==> src/logic/dtr_pkg.sv <==
// Constants, types and state layout for the task-file reset/signature block.
// Assumes one 25 MHz clock shared with the link layer and the media engine.
package dtr_pkg;
  // ==========================================================================
  // Task-file register select codes
  localparam logic [2:0] SEL_ERROR      = 3'h0; // Read error_result, write features
  localparam logic [2:0] SEL_COUNT      = 3'h1;
  localparam logic [2:0] SEL_SECTOR     = 3'h2;
  localparam logic [2:0] SEL_CYL_LOW    = 3'h3;
  localparam logic [2:0] SEL_CYL_HIGH   = 3'h4;
  localparam logic [2:0] SEL_DRIVE_HEAD = 3'h5;
  localparam logic [2:0] SEL_STATUS     = 3'h6; // Read primary_status, write command
  localparam logic [2:0] SEL_SHADOW     = 3'h7; // Read shadow_status, write device control
  // ==========================================================================
  // Field positions
  localparam int unsigned DC_SOFT_RESET_BIT = 2;
  localparam int unsigned DH_LBA_BIT        = 6;
  localparam int unsigned ST_FAULT_BIT      = 5;
  localparam int unsigned ST_ERROR_BIT      = 0;
  // ==========================================================================
  // Reset values and signature
  localparam logic [7:0] RST_COUNT      = 8'h01;
  localparam logic [7:0] RST_SECTOR     = 8'h01;
  localparam logic [7:0] RST_CYL_LOW    = 8'h00;
  localparam logic [7:0] RST_CYL_HIGH   = 8'h00;
  localparam logic [7:0] RST_DRIVE_HEAD = 8'h00;
  localparam logic [7:0] RST_STATUS     = 8'h50;
  localparam logic [7:0] STATUS_BUSY    = 8'h80;
  localparam logic [7:0] SIG_COUNT      = 8'h01;
  localparam logic [7:0] SIG_LBA_LOW    = 8'h01;
  localparam logic [7:0] SIG_LBA_MID    = 8'h00;
  localparam logic [7:0] SIG_LBA_HIGH   = 8'h00;
  // ==========================================================================
  // Diagnostic codes
  localparam logic [7:0] DIAG_NO_ERROR   = 8'h01;
  localparam logic [7:0] DIAG_FORMATTER  = 8'h02;
  localparam logic [7:0] DIAG_SECTOR_BUF = 8'h03;
  localparam logic [7:0] DIAG_ECC        = 8'h04;
  localparam logic [7:0] DIAG_CPU        = 8'h05;
  // ==========================================================================
  // Command and feature codes decoded locally
  localparam logic [7:0] CMD_READ_SECTORS = 8'h20;
  localparam logic [7:0] CMD_IDENTIFY     = 8'hEC;
  localparam logic [7:0] CMD_DIAGNOSTIC   = 8'h90;
  localparam logic [7:0] CMD_SET_FEATURES = 8'hEF;
  localparam logic [7:0] CMD_SLEEP        = 8'hE6;
  localparam logic [7:0] CMD_STANDBY_IMM  = 8'hE0;
  localparam logic [7:0] CMD_IDLE_IMM     = 8'hE1;
  localparam logic [7:0] FEAT_REVERT_ON   = 8'hCC;
  localparam logic [7:0] FEAT_REVERT_OFF  = 8'h66;
  // ==========================================================================
  // Types
  typedef enum logic [4:0] {
    RS_IDLE  = 5'h01,
    RS_START = 5'h02,
    RS_FLUSH = 5'h04,
    RS_DIAG  = 5'h08,
    RS_CMD   = 5'h10
  } dtr_seq_t;
  typedef enum logic [2:0] {
    PW_IDLE    = 3'h1,
    PW_STANDBY = 3'h2,
    PW_SLEEP   = 3'h4
  } dtr_pwr_t;
  typedef struct packed {
    logic        valid;
    logic        error;
    logic [7:0]  error_code;
    logic        ncq_fail;
    logic [4:0]  ncq_tag;
    logic        unrec_valid;
    logic [27:0] unrec_lba;
  } dtr_done_t;
  typedef struct packed {
    logic        start;
    logic [7:0]  code;
    logic        lba_mode;
    logic [27:0] addr;
  } dtr_cmd_t;
  typedef struct packed {
    dtr_seq_t   seq;
    logic       por;
    logic [7:0] err, cnt, sec, cyl_lo, cyl_hi, dh, stat, feat, cmd;
    logic       soft_reset_request_bit_bit, revert_en, hold_standby;
    dtr_pwr_t   pwr;
    logic [7:0] rdata;
    dtr_cmd_t   cmd_out;
    logic       host_abort, dev_abort, diag_start, param_revert, spin_up, flush_req;
  } dtr_state_t;
endpackage : dtr_pkg

==> src/logic/dtr_taskfile.sv <==
// Task-file register bank with reset response, diagnosis and signature output.
// Assumes link reset, host register accesses and media engine all run on clk_in.
// Assumes one media command at a time; completion fields are read only on valid.
// Pulses last one cycle; flush_req_out is a level held until the cache is clean.
// Operation
// - Failing queued command places its tag in the count field.
// - Load LBA fields with first unrecoverable error address when reported.
// - Error address is reported as given, no range check or data status.
// - Read, identify, diagnostic return signature in count and LBA, 27:24 reserved.
// - Error field carries diagnostic code in normal signature output; read and identify signatures leave it unchanged.
// - Signature status has bit 0 clear and bit 5 showing device fault.
// - Soft reset when control bit is set then cleared; interface resets.
// - Link or soft reset aborts host side now, device after cache flush.
// - Every reset and diagnostic command runs diagnosis, loads error code.
// - Power-on reverts parameters; other resets only when revert feature enabled.
// - Link or soft reset moves sleep to standby, keeps other modes.
// - After power-on enter idle, or standby when hold feature enabled.
// - Power-on spins spindle unless hold enabled; other resets never spin.
// - Resets load count, sector 01h, cylinders, head 00h, status 50h.
// - Diagnostic codes 01h to 05h as listed.
// - Drive/head select bit 6 chooses LBA per command.
// - LBA built from drive/head, cylinder high, cylinder low, sector number.
`timescale 1ns/100ps
module dtr_taskfile (
  input  wire logic              clk_in,
  input  wire logic              reset_in,
  input  wire logic              link_reset_in,
  input  wire logic              tf_write_in,
  input  wire logic              tf_read_in,
  input  wire logic [2:0]        tf_select_in,
  input  wire logic [7:0]        tf_wdata_in,
  output logic      [7:0]        tf_rdata_out,
  input  wire logic              hold_standby_in,
  input  wire logic              dev_fault_in,
  input  wire logic              cache_clean_in,
  input  wire logic              diag_done_in,
  input  wire logic [7:0]        diag_code_in,
  input  wire dtr_pkg::dtr_done_t cmd_done_in,
  output dtr_pkg::dtr_cmd_t      cmd_out,
  output logic [2:0]             power_mode_out,
  output logic                   host_abort_out,
  output logic                   dev_abort_out,
  output logic                   diag_start_out,
  output logic                   param_revert_out,
  output logic                   spin_up_out,
  output logic                   flush_req_out
);
  import dtr_pkg::*;

  // ==========================================================================
  // State and decode
  dtr_state_t st;
  dtr_state_t next_st;
  logic       soft_reset_request_bit_fall;
  logic       cmd_wr;
  logic [7:0] fault_mask;

  // ==========================================================================
  // Decode
  always_comb begin
    // Fault bit is merged in each time ready status 50h is loaded; busy status carries no fault bit
    fault_mask = 8'h00;
    fault_mask[ST_FAULT_BIT] = dev_fault_in;
    // Soft reset fires when a set control bit is written back to zero
    soft_reset_request_bit_fall = tf_write_in && (tf_select_in == SEL_SHADOW) && st.soft_reset_request_bit_bit &&
                !tf_wdata_in[DC_SOFT_RESET_BIT];
    // Commands are refused while a reset runs or the drive sleeps
    cmd_wr = tf_write_in && (tf_select_in == SEL_STATUS) && (st.seq == RS_IDLE) &&
             (st.pwr != PW_SLEEP);
  end

  // ==========================================================================
  // Next state
  always_comb begin
    next_st = st;
    next_st.host_abort   = 1'b0;
    next_st.dev_abort    = 1'b0;
    next_st.diag_start   = 1'b0;
    next_st.param_revert = 1'b0;
    next_st.spin_up      = 1'b0;
    next_st.cmd_out.start = 1'b0;

    // ========================================================================
    // Register reads; both status copies return the same byte
    if (tf_read_in) begin
      unique case (tf_select_in)
        SEL_ERROR:      next_st.rdata = st.err;
        SEL_COUNT:      next_st.rdata = st.cnt;
        SEL_SECTOR:     next_st.rdata = st.sec;
        SEL_CYL_LOW:    next_st.rdata = st.cyl_lo;
        SEL_CYL_HIGH:   next_st.rdata = st.cyl_hi;
        SEL_DRIVE_HEAD: next_st.rdata = st.dh;
        SEL_STATUS:     next_st.rdata = st.stat;
        SEL_SHADOW:     next_st.rdata = st.stat;
      endcase
    end

    // ========================================================================
    // Host writes other than the device control bit only land while idle, so reset values are not disturbed mid-sequence
    if (tf_write_in && (st.seq == RS_IDLE)) begin
      unique case (tf_select_in)
        SEL_ERROR:      next_st.feat   = tf_wdata_in;
        SEL_COUNT:      next_st.cnt    = tf_wdata_in;
        SEL_SECTOR:     next_st.sec    = tf_wdata_in;
        SEL_CYL_LOW:    next_st.cyl_lo = tf_wdata_in;
        SEL_CYL_HIGH:   next_st.cyl_hi = tf_wdata_in;
        SEL_DRIVE_HEAD: next_st.dh     = tf_wdata_in;
        SEL_STATUS:     next_st.cmd    = tf_wdata_in;
        SEL_SHADOW:     next_st.cmd    = st.cmd;
      endcase
    end
    if (tf_write_in && (tf_select_in == SEL_SHADOW)) begin
      next_st.soft_reset_request_bit_bit = tf_wdata_in[DC_SOFT_RESET_BIT];
    end

    // ========================================================================
    // New command
    if (cmd_wr) begin
      next_st.stat = STATUS_BUSY;
      unique case (tf_wdata_in)
        // Local commands never reach the media engine; all but the diagnostic command finish here
        CMD_DIAGNOSTIC: begin
          next_st.diag_start = 1'b1;
          next_st.seq = RS_DIAG;
        end
        CMD_SET_FEATURES: begin
          if (st.feat == FEAT_REVERT_ON) begin
            next_st.revert_en = 1'b1;
          end else if (st.feat == FEAT_REVERT_OFF) begin
            next_st.revert_en = 1'b0;
          end
          next_st.stat = RST_STATUS | fault_mask;
        end
        CMD_SLEEP: begin
          next_st.pwr  = PW_SLEEP;
          next_st.stat = RST_STATUS | fault_mask;
        end
        CMD_STANDBY_IMM: begin
          next_st.pwr  = PW_STANDBY;
          next_st.stat = RST_STATUS | fault_mask;
        end
        CMD_IDLE_IMM: begin
          next_st.pwr  = PW_IDLE;
          next_st.stat = RST_STATUS | fault_mask;
        end
        // Anything else goes out with the address exactly as written
        default: begin
          next_st.cmd_out.start    = 1'b1;
          next_st.cmd_out.code     = tf_wdata_in;
          next_st.cmd_out.lba_mode = st.dh[DH_LBA_BIT];
          next_st.cmd_out.addr     = {st.dh[3:0], st.cyl_hi, st.cyl_lo, st.sec};
          next_st.seq = RS_CMD;
        end
      endcase
    end

    // ========================================================================
    // Sequencer
    unique case (st.seq)
      RS_IDLE: begin
        // Registers hold until the host writes or a new command ends
      end
      RS_CMD: begin
        // Completion fields are only trusted on the valid pulse
        if (cmd_done_in.valid) begin
          next_st.seq = RS_IDLE;
          if (cmd_done_in.error) begin
            next_st.err  = cmd_done_in.error_code;
            next_st.stat = RST_STATUS | fault_mask;
            next_st.stat[ST_ERROR_BIT] = 1'b1;
            if (cmd_done_in.ncq_fail) begin
              next_st.cnt = {3'h0, cmd_done_in.ncq_tag};
            end
            if (cmd_done_in.unrec_valid) begin
              // Address taken verbatim, it may lie outside the command range
              next_st.sec    = cmd_done_in.unrec_lba[7:0];
              next_st.cyl_lo = cmd_done_in.unrec_lba[15:8];
              next_st.cyl_hi = cmd_done_in.unrec_lba[23:16];
              next_st.dh     = {st.dh[7:4], cmd_done_in.unrec_lba[27:24]};
            end
          end else begin
            next_st.stat = RST_STATUS | fault_mask;
            if ((st.cmd == CMD_READ_SECTORS) || (st.cmd == CMD_IDENTIFY)) begin
              next_st.cnt    = SIG_COUNT;
              next_st.sec    = SIG_LBA_LOW;
              next_st.cyl_lo = SIG_LBA_MID;
              next_st.cyl_hi = SIG_LBA_HIGH;
              next_st.dh     = {st.dh[7:4], 4'h0};
            end
          end
        end
      end
      RS_FLUSH: begin
        // Device operation is held until the write cache reaches the media
        if (cache_clean_in) begin
          next_st.flush_req    = 1'b0;
          next_st.dev_abort    = 1'b1;
          next_st.param_revert = st.revert_en;
          if (st.pwr == PW_SLEEP) begin
            next_st.pwr = PW_STANDBY;
          end
          next_st.seq = RS_START;
        end
      end
      RS_START: begin
        // Registers take their defaults as diagnosis is started
        next_st.cnt    = RST_COUNT;
        next_st.sec    = RST_SECTOR;
        next_st.cyl_lo = RST_CYL_LOW;
        next_st.cyl_hi = RST_CYL_HIGH;
        next_st.dh     = RST_DRIVE_HEAD;
        next_st.stat   = STATUS_BUSY;
        next_st.diag_start = 1'b1;
        if (st.por) begin
          // Strap is caught here, one edge after release, never under reset
          next_st.hold_standby = hold_standby_in;
          next_st.param_revert = 1'b1;
          next_st.spin_up      = !hold_standby_in;
          next_st.pwr          = hold_standby_in ? PW_STANDBY : PW_IDLE;
          next_st.por          = 1'b0;
        end
        next_st.seq = RS_DIAG;
      end
      RS_DIAG: begin
        // Busy status stays until the diagnosis unit answers
        if (diag_done_in) begin
          next_st.err  = diag_code_in;
          next_st.stat = RST_STATUS | fault_mask;
          next_st.seq  = RS_IDLE;
          if (st.cmd == CMD_DIAGNOSTIC) begin
            next_st.cnt    = SIG_COUNT;
            next_st.sec    = SIG_LBA_LOW;
            next_st.cyl_lo = SIG_LBA_MID;
            next_st.cyl_hi = SIG_LBA_HIGH;
            next_st.dh     = {st.dh[7:4], 4'h0};
          end
        end
      end
    endcase

    // ========================================================================
    // Link or soft reset overrides anything in flight
    // A reset during a flush restarts it; the cache must still drain first
    if (link_reset_in || soft_reset_request_bit_fall) begin
      next_st.host_abort = 1'b1;
      next_st.flush_req  = 1'b1;
      next_st.cmd        = 8'h00;
      next_st.stat       = STATUS_BUSY;
      next_st.seq        = RS_FLUSH;
    end
  end

  // ==========================================================================
  // State register
  always_ff @(posedge clk_in or posedge reset_in) begin
    if (reset_in) begin
      st <= '{
        // Reset sequence starts on the first edge after release
        seq:          RS_START,
        por:          1'b1,
        err:          8'h00,
        // Task-file registers at their defaults
        cnt:          RST_COUNT,
        sec:          RST_SECTOR,
        cyl_lo:       RST_CYL_LOW,
        cyl_hi:       RST_CYL_HIGH,
        dh:           RST_DRIVE_HEAD,
        // Busy until the first diagnosis has answered
        stat:         STATUS_BUSY,
        feat:         8'h00,
        cmd:          8'h00,
        soft_reset_request_bit_bit:     1'b0,
        revert_en:    1'b0,
        // Standby until the hold strap is read on the first edge
        hold_standby: 1'b0,
        pwr:          PW_STANDBY,
        rdata:        8'h00,
        cmd_out:      '0,
        // All pulses low
        host_abort:   1'b0,
        dev_abort:    1'b0,
        diag_start:   1'b0,
        param_revert: 1'b0,
        spin_up:      1'b0,
        flush_req:    1'b0
      };
    end else begin
      st <= next_st;
    end
  end

  // ==========================================================================
  // Outputs
  // Every output is a state field, so none has logic after its flop
  assign tf_rdata_out     = st.rdata;
  assign cmd_out          = st.cmd_out;
  assign power_mode_out   = st.pwr;
  assign host_abort_out   = st.host_abort;
  assign dev_abort_out    = st.dev_abort;
  assign diag_start_out   = st.diag_start;
  assign param_revert_out = st.param_revert;
  assign spin_up_out      = st.spin_up;
  assign flush_req_out    = st.flush_req;
endmodule // dtr_taskfile

==> config.mk <==
export PLATFORM = sky130hd
export DESIGN_NAME = dtr_taskfile
export DESIGN_NICKNAME = d
export VERILOG_FILES = /design/src/logic/dtr_pkg.sv /design/src/logic/dtr_taskfile.sv
export SDC_FILE = /design/constraint.sdc
export NUM_CORES = 1
export LEC_CHECK = 0
export BUFFER_PORTS_ARGS = -buffer_cell sky130_fd_sc_hd__buf_2
export CAP_MARGIN = 15
export CORE_ASPECT_RATIO = 1.4
export CORE_UTILIZATION = 40
export DETAILED_ROUTE_END_ITERATION = 10
export PLACE_DENSITY = 0.64
export SYNTH_ARGS = -nofsm -noshare
export SYNTH_HDL_FRONTEND = slang
export SYNTH_SLANG_ARGS = --single-unit
==> constraint.sdc <==
create_clock -name clk_in -period 9.7 [get_ports clk_in]
set_clock_uncertainty 0.05 [all_clocks]
set_input_delay 0.97 -clock clk_in [delete_from_list [all_inputs] [get_ports clk_in]]
set_output_delay 0.97 -clock clk_in [all_outputs]
set_load 0.005 [all_outputs]
==> impl_metrics.csv <==
group,metric,value,unit
finish,fin_util,0.471,
floorplanning,dieArea,18000,um2
power,p_clk_frac,0.440,
setup_path,required,9950,ps
run_status,status,"finished clean",
setup_path,r2r_start,"st[131]",
clock_tree,clockBufferDepth,2,
power,p_leak,3.97,nW
setup_path,critical_path_class,"reg -> reg",
finish,diodes,0,
clock_tree,ctsHoldBuffers,0,
grt,antenna_found_initial,0,
setup_path,cp_cell_sequence,"nor3b_2, nand4_4, a211oi_4, buf_4, mux2_2",
logic_synthesis,synthFlopType,"dfrtp_1",
detailed_routing,vias,5256,
finish,layout.nets,810,
grt,grt_first_pass_wirelength,29100,um
setup_path,max_stage_delay,760,ps
logic_synthesis,syn_avg_cell_area,10.3,um2
power,seq_power_share,0.458,
logic_synthesis,ys_types,66,
power,vdd_drop_max,0.0963,mV
finish,fin_cells,982,
power,p_total,1.37,mW
clock_tree,postCtsResizedCells,0,
finish,drive_gt1_frac,0.307,
timing,setup_viol_count_final,0,
detailed_routing,drt_wl_total,18800,um
timing,fin_crit_sh,0.303,
timing,worstMarginPinSlew,916,ps
clock_tree,clock_latency,420,ps
timing,relSlewSlack,0.389,
placement,placed_cells_incl_taps,950,
setup_path,crit_family,"simple AND/OR/NAND/NOR gates",
setup_path,reg2regPathDepth,5,
floorplanning,die_h,158,um
power,p_per_area,173,nW/um2
setup_path,regToRegSetupSlack,6760,ps
setup_path,arrival,3190,ps
setup_path,cp.depth,5,
setup_path,start_kind,"flop",
hold_path,min_path_cells,2,
timing,rsz0062_at_grt,"false",
finish,final_common_cell,"dfrtp_1",
clock_tree,htreeDepth,4,
hold_path,hp-start,"flush_req_out",
clock_tree,numCtsBuffers,17,
timing,max_freq,0.341,GHz
clock_tree,cts_tree,"yes",
grt,grtUsageTotal,0.218,
finish,final_cell_mix,"dfrtp_1 (129), buf_2 (127), nand2_1 (87)",
clock_tree,cts_setup_buffers,0,
power,p_sw,0.364,mW
setup_path,crit_slowest_cell,"nor3b_2",
detailed_routing,dr.pass1.iters,4,
logic_synthesis,syn_nets,748,
floorplanning,initial_utilization,0.413,
grt,grt_pass1_vias,5245,
floorplanning,ios,128,
setup_path,crit_fanout,37,
floorplanning,chipWidth,114,um
finish,area_delta_synth_final,14.1,%
detailed_routing,drt_iter0_markers,288,
clock_tree,cts-root-buf,"clkbuf_16",
setup_path,timing.critical_path.buf_inv,1,
floorplanning,core_area,16900,um2
logic_synthesis,yosysWarnings,0,
floorplanning,rows,56,
grt,grt_overflow,0,
grt,grt_max_degree,73,
logic_synthesis,syn_area,6980,um2
logic_synthesis,synth_edf_count,0,
logic_synthesis,ys_ff_latch,135,
clock_tree,numClockSinks,135,
hold_path,hold_class,"reg -> reg",
hold_path,hold_path_end,"flush_req_out",
setup_path,regToRegEndpoint,"cmd_out[15]",
clock_tree,cts.clk_slew.worst_paths,60,ps
timing,hold_slack,428,ps
timing,min_period,2940,ps
setup_path,endpoint_kind,"flop",
placement,place.gp.congestion,0.851,
placement,portBuffers,127,
detailed_routing,ant_nets,0,
detailed_routing,vias_per_cell,5.35,
logic_synthesis,ys_seq_area_frac,0.485,
power,combPwrFrac,0.102,
logic_synthesis,syn_inst,675,
power,p_int,1.01,mW
flow_run,drv_cap,0,
detailed_routing,drc,0,
finish,n_fill_cell,1663,
logic_synthesis,ys_async_sr_fraction,1.00,
timing,tns,0,ps
timing,drv_slew,0,
timing,hold_viol_final,0,
power,swShare,0.265,
detailed_routing,wl_per_cell,19.2,um
placement,place_hpwl,13700,um
-- power groups by stage --
stage          clock network (mW)  logic, mW  registers, mW
2_1_floorplan                   0     0.0993          0.625
3_3_place_gp                    0      0.140          0.639
3_5_place_dp                    0      0.141          0.639
4_1_cts                     0.616      0.142          0.630
5_1_grt                     0.640      0.155          0.632
6_report                    0.605      0.141          0.629
-- through the flow --
stage / setup slack (ps) / cell area, um2
5_1_grt: 6600 / 7960
3_3_place_gp: 6410 / 7390
6_report: 6760 / 7960
2_1_floorplan: 5080 / 6980
4_1_cts: 6780 / 7960
3_5_place_dp: 6350 / 7400
-- tightest hold or removal path: stages, from the launching register on --
cell	delay, ps
dfrtp_1	340
nand2_1	50
nand2_1	60
-- state kept, by name, indices dropped and copies added (netlist names) --
signal,cells
power_mode_out,3
param_revert_out,1
st,80
dev_abort_out,1
flush_req_out,1
cmd_out,38
diag_start_out,1
tf_rdata_out,8
spin_up_out,1
host_abort_out,1
-- metal layers --
| metal | GRT usage | vias up | part of all wire |
|---|---|---|---|
| met2 | 0.362 | 170 | 0.50 |
| met3 | 0.0510 | 32 | 0.056 |
| met4 | 0.103 | 0 | 0.031 |
| met5 | 0 | - | 0 |
| met1 | 0.267 | 2584 | 0.41 |
| li1 | - | 2470 | - |
-- kinds of logic after synthesis --
logic type                count (synthesis)  share of synthesized area
xor gates and xnor gates                  2                    0.00251
muxes                                    89                      0.145
AOI/OAI and AO/OA                       148                      0.135
DFF                                     135                      0.485
and+or+nand+nor                         194                      0.143
buffers and inverters                   107                     0.0900
-- worst max path at each step --
stage,startpoint,endpoint
after floorplan,reset_in,cmd_out[0]
final,st[131],cmd_out[15]
after detailed placement,tf_select_in[2],cmd_out[32]
after global routing,st[131],cmd_out[15]
after CTS,st[131],cmd_out[15]
after global placement,tf_select_in[2],cmd_out[15]
-- synthesized netlist by cell type, types with 5 or more instances --
cell type    n  area (um2)
dfrtp_1    129        3230
nand2_1     87         327
o21ai_0     54         270
buf_4       51         383
mux2i_1     41         410
nor2_1      36         135
mux2_2      31         349
a21oi_1     30         150
clkbuf_1    21        78.8
inv_1       18        67.6
mux2_4      16         240
o211ai_1    12        90.1
nand3_1      9        45.0
a2bb2oi_1    8        70.1
buf_2        7        35.0
and3_1       6        37.5
dfstp_2      6         158
nor3_1       6        30.0
nor4_1       6        37.5
a21o_1       5        37.5
nand4b_1     5        43.8
nor2b_1      5        31.3
o2bb2ai_1    5        43.8
-- final cells by class --
type / instances / area, um2 / area share
Timing Repair Buffer: 131 / 673 / 0.0846
Multi-Input combinational cell: 433 / 2980 / 0.374
Sequential cell: 135 / 3390 / 0.425
Tap cell: 232 / 290 / 0.0365
Inverter: 19 / 76.3 / 0.00959
Clock buffer: 18 / 429 / 0.0539
Clock inverter: 14 / 128 / 0.0160
(Power assumes the default switching activity.)
